<file path="config.mk">
export PLATFORM = sky130hd
export DESIGN_NAME = fwp_protect
export DESIGN_NICKNAME = d
export VERILOG_FILES = /design/src/fwp_pkg.sv /design/src/fwp_lock_mem.sv /design/src/fwp_protect.sv
export VERILOG_INCLUDE_DIRS = /design/src
export SDC_FILE = /design/constraint.sdc
export NUM_CORES = 2
export LEC_CHECK = 0
export BUFFER_PORTS_ARGS = -buffer_cell sky130_fd_sc_hd__buf_2
export CAP_MARGIN = 15
export CORE_ASPECT_RATIO = 0.6
export CORE_MARGIN = 8
export CORE_UTILIZATION = 55
export DETAILED_ROUTE_END_ITERATION = 8
export GPL_TIMING_DRIVEN = 0
export PLACE_DENSITY = 0.77
export SYNTH_ARGS = -nofsm -noshare
export SYNTH_HDL_FRONTEND = slang
export SYNTH_HIERARCHICAL = 1
export SYNTH_SLANG_ARGS = --single-unit
</file>
<file path="constraint.sdc">
create_clock -name MCLK_IN -period 16 [get_ports MCLK_IN]
set_input_delay 3.2 -clock MCLK_IN [delete_from_list [all_inputs] [get_ports MCLK_IN]]
set_output_delay 3.2 -clock MCLK_IN [all_outputs]
set_load 0.05 [all_outputs]
</file>
<file path="src/fwp_defs.svh">
`ifndef FWP_DEFS_SVH
`define FWP_DEFS_SVH
// instruction codes
`define FWP_OP_WREN 8'h06
`define FWP_OP_WRDI 8'h04
`define FWP_OP_PP 8'h02
`define FWP_OP_QPP 8'h32
`define FWP_OP_SE 8'h20
`define FWP_OP_BE32 8'h52
`define FWP_OP_BE64 8'hD8
`define FWP_OP_CE1 8'hC7
`define FWP_OP_CE2 8'h60
`define FWP_OP_WRSR1 8'h01
`define FWP_OP_WRSR2 8'h31
`define FWP_OP_WRSR3 8'h11
`define FWP_OP_RDSR1 8'h05
`define FWP_OP_RDSR2 8'h35
`define FWP_OP_RDSR3 8'h15
`define FWP_OP_SUSP 8'h75
`define FWP_OP_PD 8'hB9
`define FWP_OP_REL 8'hAB
`define FWP_OP_UNLOCK 8'h39
`define FWP_OP_ERSEC 8'h44
`define FWP_OP_PRSEC 8'h42
// lock bit map
`define FWP_LOCK_N 542
`define FWP_LOCK_W 10
`define FWP_ADDR_W 25
`define FWP_BOT_BLK 9'h000
`define FWP_TOP_BLK 9'h1FF
`define FWP_BOT_SECT 6'h00
`define FWP_TOP_SECT 6'h01
`define FWP_BLK_BASE 10'h01F
// protect range decode
`define FWP_BP_NONE 4'h0
`define FWP_BP_ALL 4'hA
`define FWP_NBLK 10'h200
// status bit positions
`define FWP_S1_BP 5:2
`define FWP_S1_TB 6
`define FWP_S1_SRP 7
`define FWP_S2_SRL 0
`define FWP_S2_CMP 6
`define FWP_S3_WPS 2
// timing
`define FWP_CLK_PERIOD_NS 10
`define FWP_PUW_TIME_US 5000
`define FWP_PUW_CNT_W 23
`endif

</file>
<file path="src/fwp_pkg.sv">
`include "fwp_defs.svh"
package fwp_pkg;
  typedef enum logic [1:0] {FWP_IDLE, FWP_CHECK, FWP_BUSY} fwp_state_type;

  // one decoded instruction from the serial front end
  typedef struct packed {
    logic [7:0] op;
    logic [`FWP_ADDR_W-1:0] addr;
    logic [7:0] data;
  } fwp_instr_type;

  // whole state of the protection block
  typedef struct packed {
    fwp_state_type st;
    logic [`FWP_PUW_CNT_W-1:0] puw_cnt;
    logic puw_done;
    logic pd;
    logic busy;
    logic write_enable_latch;
    logic [3:0] bp;
    logic tb;
    logic status_protect_bit;
    logic status_lock_bit;
    logic cmp;
    logic protect_scheme_select;
    fwp_instr_type cur;
    logic ready;
    logic done;
    logic ign;
    logic start;
    logic [7:0] sr1;
    logic [7:0] sr2;
  } fwp_regs_type;

  // whole state of the lock bit store
  typedef struct packed {
    logic [`FWP_LOCK_N-1:0] lock;
    logic rd;
    logic any;
  } fwp_lock_type;
endpackage : fwp_pkg

</file>
<file path="src/fwp_lock_mem.sv">
`timescale 1ns/1ps
`include "fwp_defs.svh"
module fwp_lock_mem (
  // clock and reset
  input wire logic clk_in,
  input wire logic rst_in,
  // control
  input wire logic set_all_in,
  input wire logic clr_en_in,
  input wire logic [`FWP_LOCK_W-1:0] clr_idx_in,
  input wire logic [`FWP_LOCK_W-1:0] rd_idx_in,
  // read data
  output logic rd_out,
  output logic any_out
);
  fwp_pkg::fwp_lock_type q, d;

  // set all, clear one, registered read
  always_comb begin
    d = q;
    if (set_all_in) begin
      d.lock = '1;
    end else if (clr_en_in) begin
      d.lock[clr_idx_in] = 1'b0;
    end
    d.rd = q.lock[rd_idx_in];
    d.any = |q.lock;
  end

  // every region starts locked
  always_ff @(posedge clk_in or posedge rst_in) begin
    if (rst_in) begin
      q <= '1;
    end else begin
      q <= d;
    end
  end

  assign rd_out = q.rd;
  assign any_out = q.any;
endmodule : fwp_lock_mem

</file>
<file path="src/fwp_protect.sv">
`timescale 1ns/1ps
`include "fwp_defs.svh"
// Behaviour
// - supply below threshold: everything held at defaults, no instruction taken.
// - after supply good, write-type instructions refused for the power-up delay.
// - power-up leaves the write enable latch clear.
// - program, erase and status write need the latch set first.
// - latch clears automatically when program, erase or status write ends.
// - in power-down only release-from-power-down is obeyed.
// - 510 block lock bits plus 32 sector lock bits in end blocks.
// - locked region ignores program and erase silently; unlocked proceeds.
// - every lock bit is set at power-on.
// - unlock instruction 39h clears the lock bit of the addressed region.
// - scheme select 0 uses range bits, 1 uses lock bits only.
// - status write needs status lock permitting and latch set.
// - busy bit S0 high during program, erase, status and security writes.
// - while busy only read status and suspend are obeyed.
// - busy clears when the internal operation completes.
// - latch readable at S1, set by write enable.
// - latch cleared by write disable, by unlock and when an accepted write-type instruction ends; a refused one leaves it set.
// - four range bits S5..S2, written by status write, default 0.
// - top/bottom bit picks range start: top at 0, bottom at 1.
// - complement bit S14 inverts the protected region.
// - status-protect set, lock clear and protect pin low refuse status writes.
module fwp_protect #(
  parameter int PUW_CYCLES =
    `FWP_PUW_TIME_US * 1000 / `FWP_CLK_PERIOD_NS
) (
  // clock and reset
  input wire logic MCLK_IN,
  input wire logic RST_IN,
  // supply monitor and protect pin
  input wire logic VCC_OK_IN,
  input wire logic WP_N_IN,
  // decoded instructions
  input wire logic INSTR_VALID_IN,
  input wire fwp_pkg::fwp_instr_type INSTR_IN,
  output logic INSTR_READY_OUT,
  output logic INSTR_DONE_OUT,
  output logic INSTR_IGNORED_OUT,
  // array engine
  output logic ARRAY_START_OUT,
  output fwp_pkg::fwp_instr_type ARRAY_CMD_OUT,
  input wire logic OP_DONE_IN,
  // status
  output logic [7:0] STATUS1_OUT,
  output logic [7:0] STATUS2_OUT,
  output logic PROT_SCHEME_OUT,
  output logic POWER_DOWN_OUT,
  output logic WRITE_READY_OUT
);
  localparam logic [`FWP_PUW_CNT_W-1:0] PUW_LAST =
    `FWP_PUW_CNT_W'(PUW_CYCLES - 1);

  fwp_pkg::fwp_regs_type q, d;
  logic lk_rd;
  logic lk_any;
  logic lk_clr;
  logic [`FWP_LOCK_W-1:0] lk_rd_idx;
  logic [`FWP_LOCK_W-1:0] lk_clr_idx;
  logic is_prog, is_erase, is_ce, is_wrsr, is_sec, is_wr;
  logic sr_ok, prot, take;

  // lock bit index of a target address
  function automatic logic [`FWP_LOCK_W-1:0] lock_idx(
    input logic [`FWP_ADDR_W-1:0] a);
    logic [8:0] b;
    b = a[`FWP_ADDR_W-1:16];
    if (b == `FWP_BOT_BLK) begin
      lock_idx = {`FWP_BOT_SECT, a[15:12]};
    end else if (b == `FWP_TOP_BLK) begin
      lock_idx = {`FWP_TOP_SECT, a[15:12]};
    end else begin
      lock_idx = {1'b0, b} + `FWP_BLK_BASE;
    end
  endfunction : lock_idx

  // range bit hit for one block address
  function automatic logic bp_hit(
    input logic [`FWP_ADDR_W-1:0] a, input logic [3:0] bp,
    input logic tb, input logic cmp);
    logic [9:0] n;
    logic [9:0] b;
    logic inr;
    b = {1'b0, a[`FWP_ADDR_W-1:16]};
    if (bp == `FWP_BP_NONE) begin
      n = 10'h000;
    end else if (bp >= `FWP_BP_ALL) begin
      n = `FWP_NBLK;
    end else begin
      n = 10'h001 << (bp - 4'h1);
    end
    inr = tb ? (b < n) : (b >= (`FWP_NBLK - n));
    bp_hit = inr ^ cmp;
  endfunction : bp_hit

  // instruction classes of the latched instruction
  always_comb begin
    is_prog = (q.cur.op == `FWP_OP_PP) || (q.cur.op == `FWP_OP_QPP);
    is_ce = (q.cur.op == `FWP_OP_CE1) || (q.cur.op == `FWP_OP_CE2);
    is_erase = is_ce || (q.cur.op == `FWP_OP_SE) ||
               (q.cur.op == `FWP_OP_BE32) || (q.cur.op == `FWP_OP_BE64);
    is_wrsr = (q.cur.op == `FWP_OP_WRSR1) ||
              (q.cur.op == `FWP_OP_WRSR2) || (q.cur.op == `FWP_OP_WRSR3);
    is_sec = (q.cur.op == `FWP_OP_ERSEC) || (q.cur.op == `FWP_OP_PRSEC);
    is_wr = is_prog || is_erase || is_wrsr || is_sec;
  end

  // status write permission and array protection
  always_comb begin
    sr_ok = !q.status_lock_bit && (!q.status_protect_bit || WP_N_IN);
    if (q.protect_scheme_select) begin
      prot = is_ce ? lk_any : lk_rd;
    end else if (is_ce) begin
      prot = q.cmp ? (q.bp < `FWP_BP_ALL) : (q.bp != `FWP_BP_NONE);
    end else begin
      prot = bp_hit(q.cur.addr, q.bp, q.tb, q.cmp);
    end
  end

  // lock store requests
  always_comb begin
    take = INSTR_VALID_IN && q.ready;
    lk_rd_idx = lock_idx(INSTR_IN.addr);
    lk_clr_idx = lock_idx(q.cur.addr);
    lk_clr = (q.st == fwp_pkg::FWP_CHECK) && !q.pd &&
             (q.cur.op == `FWP_OP_UNLOCK) && q.write_enable_latch && q.puw_done;
  end

  // next state
  always_comb begin
    d = q;
    d.done = 1'b0;
    d.ign = 1'b0;
    d.start = 1'b0;
    if (!q.puw_done) begin
      d.puw_cnt = q.puw_cnt + `FWP_PUW_CNT_W'(1);
      d.puw_done = (q.puw_cnt == PUW_LAST);
    end
    case (q.st)
      fwp_pkg::FWP_IDLE: begin
        if (take && q.pd) begin
          if (INSTR_IN.op == `FWP_OP_REL) begin
            d.pd = 1'b0;
            d.done = 1'b1;
          end else begin
            d.ign = 1'b1;
          end
        end else if (take) begin
          d.cur = INSTR_IN;
          d.st = fwp_pkg::FWP_CHECK;
        end
      end
      fwp_pkg::FWP_CHECK: begin
        d.st = fwp_pkg::FWP_IDLE;
        if (is_wr) begin
          if (q.puw_done && q.write_enable_latch &&
              !((is_prog || is_erase) && prot) &&
              !(is_wrsr && !sr_ok)) begin
            d.busy = 1'b1;
            d.start = 1'b1;
            d.done = 1'b1;
            d.st = fwp_pkg::FWP_BUSY;
          end else begin
            d.ign = 1'b1;
          end
        end else if (q.cur.op == `FWP_OP_WREN) begin
          if (q.puw_done) begin
            d.write_enable_latch = 1'b1;
            d.done = 1'b1;
          end else begin
            d.ign = 1'b1;
          end
        end else if (q.cur.op == `FWP_OP_WRDI) begin
          d.write_enable_latch = 1'b0;
          d.done = 1'b1;
        end else if (q.cur.op == `FWP_OP_UNLOCK) begin
          d.done = lk_clr;
          d.ign = !lk_clr;
          d.write_enable_latch = q.write_enable_latch && !lk_clr;
        end else if (q.cur.op == `FWP_OP_PD) begin
          d.pd = 1'b1;
          d.done = 1'b1;
        end else begin
          d.done = 1'b1;
        end
      end
      fwp_pkg::FWP_BUSY: begin
        if (take) begin
          if ((INSTR_IN.op == `FWP_OP_RDSR1) ||
              (INSTR_IN.op == `FWP_OP_RDSR2) ||
              (INSTR_IN.op == `FWP_OP_RDSR3) ||
              (INSTR_IN.op == `FWP_OP_SUSP)) begin
            d.done = 1'b1;
          end else begin
            d.ign = 1'b1;
          end
        end
        if (OP_DONE_IN) begin
          d.busy = 1'b0;
          d.write_enable_latch = 1'b0;
          d.st = fwp_pkg::FWP_IDLE;
          if (q.cur.op == `FWP_OP_WRSR1) begin
            d.bp = q.cur.data[`FWP_S1_BP];
            d.tb = q.cur.data[`FWP_S1_TB];
            d.status_protect_bit = q.cur.data[`FWP_S1_SRP];
          end else if (q.cur.op == `FWP_OP_WRSR2) begin
            d.status_lock_bit = q.cur.data[`FWP_S2_SRL];
            d.cmp = q.cur.data[`FWP_S2_CMP];
          end else if (q.cur.op == `FWP_OP_WRSR3) begin
            d.protect_scheme_select = q.cur.data[`FWP_S3_WPS];
          end
        end
      end
      default: begin
        d.st = fwp_pkg::FWP_IDLE;
      end
    endcase
    if (!VCC_OK_IN) begin
      d = '0;
    end
    d.ready = VCC_OK_IN && (d.st != fwp_pkg::FWP_CHECK);
    d.sr1 = {d.status_protect_bit, d.tb, d.bp, d.write_enable_latch, d.busy};
    d.sr2 = {1'b0, d.cmp, 5'h00, d.status_lock_bit};
  end

  // state register, defaults after reset
  always_ff @(posedge MCLK_IN or posedge RST_IN) begin
    if (RST_IN) begin
      q <= '0;
    end else begin
      q <= d;
    end
  end

  // lock bit store
  fwp_lock_mem u_lock (
    .clk_in(MCLK_IN),
    .rst_in(RST_IN),
    .set_all_in(!VCC_OK_IN),
    .clr_en_in(lk_clr),
    .clr_idx_in(lk_clr_idx),
    .rd_idx_in(lk_rd_idx),
    .rd_out(lk_rd),
    .any_out(lk_any)
  );

  // outputs straight from state
  assign INSTR_READY_OUT = q.ready;
  assign INSTR_DONE_OUT = q.done;
  assign INSTR_IGNORED_OUT = q.ign;
  assign ARRAY_START_OUT = q.start;
  assign ARRAY_CMD_OUT = q.cur;
  assign STATUS1_OUT = q.sr1;
  assign STATUS2_OUT = q.sr2;
  assign PROT_SCHEME_OUT = q.protect_scheme_select;
  assign POWER_DOWN_OUT = q.pd;
  assign WRITE_READY_OUT = q.puw_done;
endmodule : fwp_protect

</file>
==> impl_metrics.yaml <==
clock_network:
  clk_latency_ps: 680
  clockBufferDepth: 3
  clkSinkCount: 627
  cts_inserted_buffers: 60
  postCtsResizedCells: 0
  htree_levels: 2
  clk_pin_slew_ps: 60
  cts_setup_buffers: 0
  cts_hold_buffers: 0
  cts_tree: "built"
  root_buffer: "clkbuf_16"
min_path:
  min_path_cells: 2
  hold_end: "u_lock/q[338]"
  min_from: "u_lock/q[338]"
  hp-class: "flip-flop to flip-flop"
timing:
  clock_skew_ps: 37.99
  finalSetupViolCount: 0
  slew_viol_final: 0
  tightest_slew_ps: 1414
  layout_min_cycle_time_ps: 8397
  max_freq_mhz: 119.1
  rsz0062_at_grt: "false"
  hold_ws_ps: 489.6
  maxSlewHeadroom_pct: 5.703
  finalHoldViolations: 0
  fin_crit_sh_pct: 52.48
worst_setup_path:
  worst_ep_required_time_ps: 16490
  crit_type: "primary input to flip-flop"
  worstPathMaxFanout: 10
  regToRegSetupSlack_ps: 10880
  regToRegEndpoint: "u_lock/q[468]"
  critPathLaunchType: "primary input"
  arrival_ps: 8890
  end_kind: "flip-flop"
  r2r_start: "ARRAY_CMD_OUT[24]"
  reg2regPathDepth: 12
routing:
  drc_errors: 0
  routed_wl_um: 152700
  drtPass1Iterations: 7
  via_per_inst: 7.126
  drt.antenna.violating_nets: 0
  drt_iter0_drc: 5259
  vias: 29700
  wl_per_cell_um: 36.63
run:
  maxCapViolations: 0
floorplanning:
  dieArea_mm2: 0.06863
  die_h_um: 206.2
  start_util_pct: 55.80
  dieWidth_um: 332.9
  num_rows: 69
  core_area_mm2: 0.05940
  pin_count: 111
cells_and_area:
  drive_gt1_share_pct: 28.97
  syn_to_final_growth_pct: 11.46
  layout_common_cells: "dfstp_2, o21ai_0, nand2b_1"
  fin_nets: 3406
  fillCellCount: 4946
  multi_input_area_mm2: 0.01506
  seq_area_mm2: 0.01637
  final_common_cell: "dfstp_2"
global_routing:
  grt_max_degree: 140
  grt_pass1_vias: 27130
  grt_usage_pct: 43.52
  antenna_found_initial: 18
  grt.overflow.total: 0
  grt_pass1_wl_um: 211100
synth:
  synth-seq-cells: 627
  yosysSeqAreaShare_pct: 49.39
  ys.flop_type: "dfstp_2"
  ys_types: 85
  syn_area_per_cell_um2: 10.53
  syn_inst: 3147
  ys_warn_count: 6
  synthArstFlopShare_pct: 100.0
  netlist_area_mm2: 0.03314
  synth_edf_count: 0
power_and_ir_drop:
  p_total_uw: 3549
  p_leak_uw: 0.01296
  vdd_drop_max_mv: 0.1210
  p_per_area_mw_per_mm2: 96.08
placed_design:
  place.gp.congestion: 1.134
  hpwl_um: 114600
  numPortBuffers: 104
status:
  status: "completed"
[kinds of logic after synthesis]
| group | count (synthesis) | share of synthesized area, % |
|---|---|---|
| compound gates | 758 | 12.95 |
| other cells | 1 | 0.01131 |
| simple gates | 1203 | 20.29 |
| fa+ha+maj | 27 | 1.019 |
| xor+xnor | 37 | 0.9777 |
| buf+inv | 316 | 5.274 |
| flops | 627 | 49.39 |
| mux | 178 | 10.08 |
[synth_stat cells (6+ instances only)]
cell | n | share of area (%)
dfstp_2 | 544 | 43
o21ai_0 | 511 | 7.7
nand2b_1 | 491 | 9.3
nand2_1 | 260 | 2.9
clkbuf_1 | 182 | 2.1
nor4_1 | 152 | 2.9
nor2_1 | 99 | 1.1
dfrtp_1 | 83 | 6.3
mux4_2 | 80 | 5.4
a21oi_1 | 72 | 1.1
a21o_1 | 67 | 1.5
buf_4 | 63 | 1.4
mux2i_1 | 59 | 1.8
nand4_1 | 58 | 1.1
mux4_1 | 34 | 2.7
nand3_1 | 31 | 0.47
a22oi_1 | 29 | 0.66
ha_1 | 27 | 1.0
xnor2_1 | 23 | 0.61
inv_1 | 22 | 0.25
buf_2 | 17 | 0.26
buf_6 | 16 | 0.54
nor2b_1 | 16 | 0.30
o22ai_1 | 15 | 0.28
nor3_1 | 14 | 0.21
xor2_1 | 14 | 0.37
a211oi_1 | 10 | 0.23
and3_1 | 10 | 0.19
nor3b_1 | 10 | 0.23
and2_1 | 9 | 0.17
buf_12 | 9 | 0.54
a31oi_1 | 8 | 0.15
or4_1 | 7 | 0.16
o211ai_1 | 6 | 0.14
[stage by stage]
stage	util [%]	setup TNS, ps	area (um^2)	cells	setup WS [ps]
after floorplan	-	0	33160	3152	2656
after global placement	58.35	-943360	34660	4037	-1824
after detailed placement	58.63	0	34830	4043	7046
after CTS	62.01	0	36830	4152	7714
after global routing	62.17	0	36930	4162	7663
final	62.19	0	36940	4168	7603
[sequential cells by signal, summed over array words and instances (netlist names)]
| signal | cells |
|---|---|
| INSTR_IGNORED_OUT | 1 |
| STATUS1_OUT | 8 |
| WRITE_READY_OUT | 1 |
| ARRAY_CMD_OUT | 41 |
| PROT_SCHEME_OUT | 1 |
| u_lock/q | 542 |
| u_lock/any_out | 1 |
| POWER_DOWN_OUT | 1 |
| INSTR_DONE_OUT | 1 |
| q | 25 |
| u_lock/rd_out | 1 |
| STATUS2_OUT | 2 |
| ARRAY_START_OUT | 1 |
| INSTR_READY_OUT | 1 |
[cell type report]
cell class	count	share of cell area, %
buffer	292	4.488
sequential	627	44.31
tap	781	2.645
antenna	8	0.05419
timing repair buffer	118	2.039
clock inverter	23	0.6909
inverter	24	0.2710
clock buffer	86	4.738
multi-input combinational	2209	40.76
[layer usage]
metal	routed length (um)	track usage (%)	vias to the layer above
met5	286	1.559	-
met4	5788	13.93	14
met3	31200	29.93	438
met2	51990	49.23	2686
met1	63430	63.01	14990
li1	-	-	11580
[worst max-delay path, stage by stage]
cell and delay (ps):
buf_2 140, inv_1 60, ha_1 170, nor3b_1 330, nand2_1 170, o22ai_1 590, o21ai_0 640, buf_2 460
clkbuf_1 300, buf_8 250, nor2_1 700, a22oi_1 190, a31oi_1 450, o21ai_0 350, a22o_1 340, a311oi_1 500
[report_power, final]
part | switching [uW] | leakage, uW | internal, uW
combinational | 323 | 0.00510 | 125
sequential | 10.4 | 0.00687 | 1600
clock | 666 | 0.000993 | 826
total | 999 | 0.0130 | 2550
[worst max-delay path by stage]
stage,startpoint,endpoint,depth (start not counted)
global placement,RST_IN,u_lock/q[510],2
global route,INSTR_IN[24],u_lock/rd_out,16
finish,INSTR_IN[24],u_lock/rd_out,16
detailed placement,INSTR_IN[24],u_lock/rd_out,17
CTS,INSTR_IN[24],u_lock/rd_out,17
floorplan,RST_IN,u_lock/any_out,1
Power figures use the tool's default switching activity.
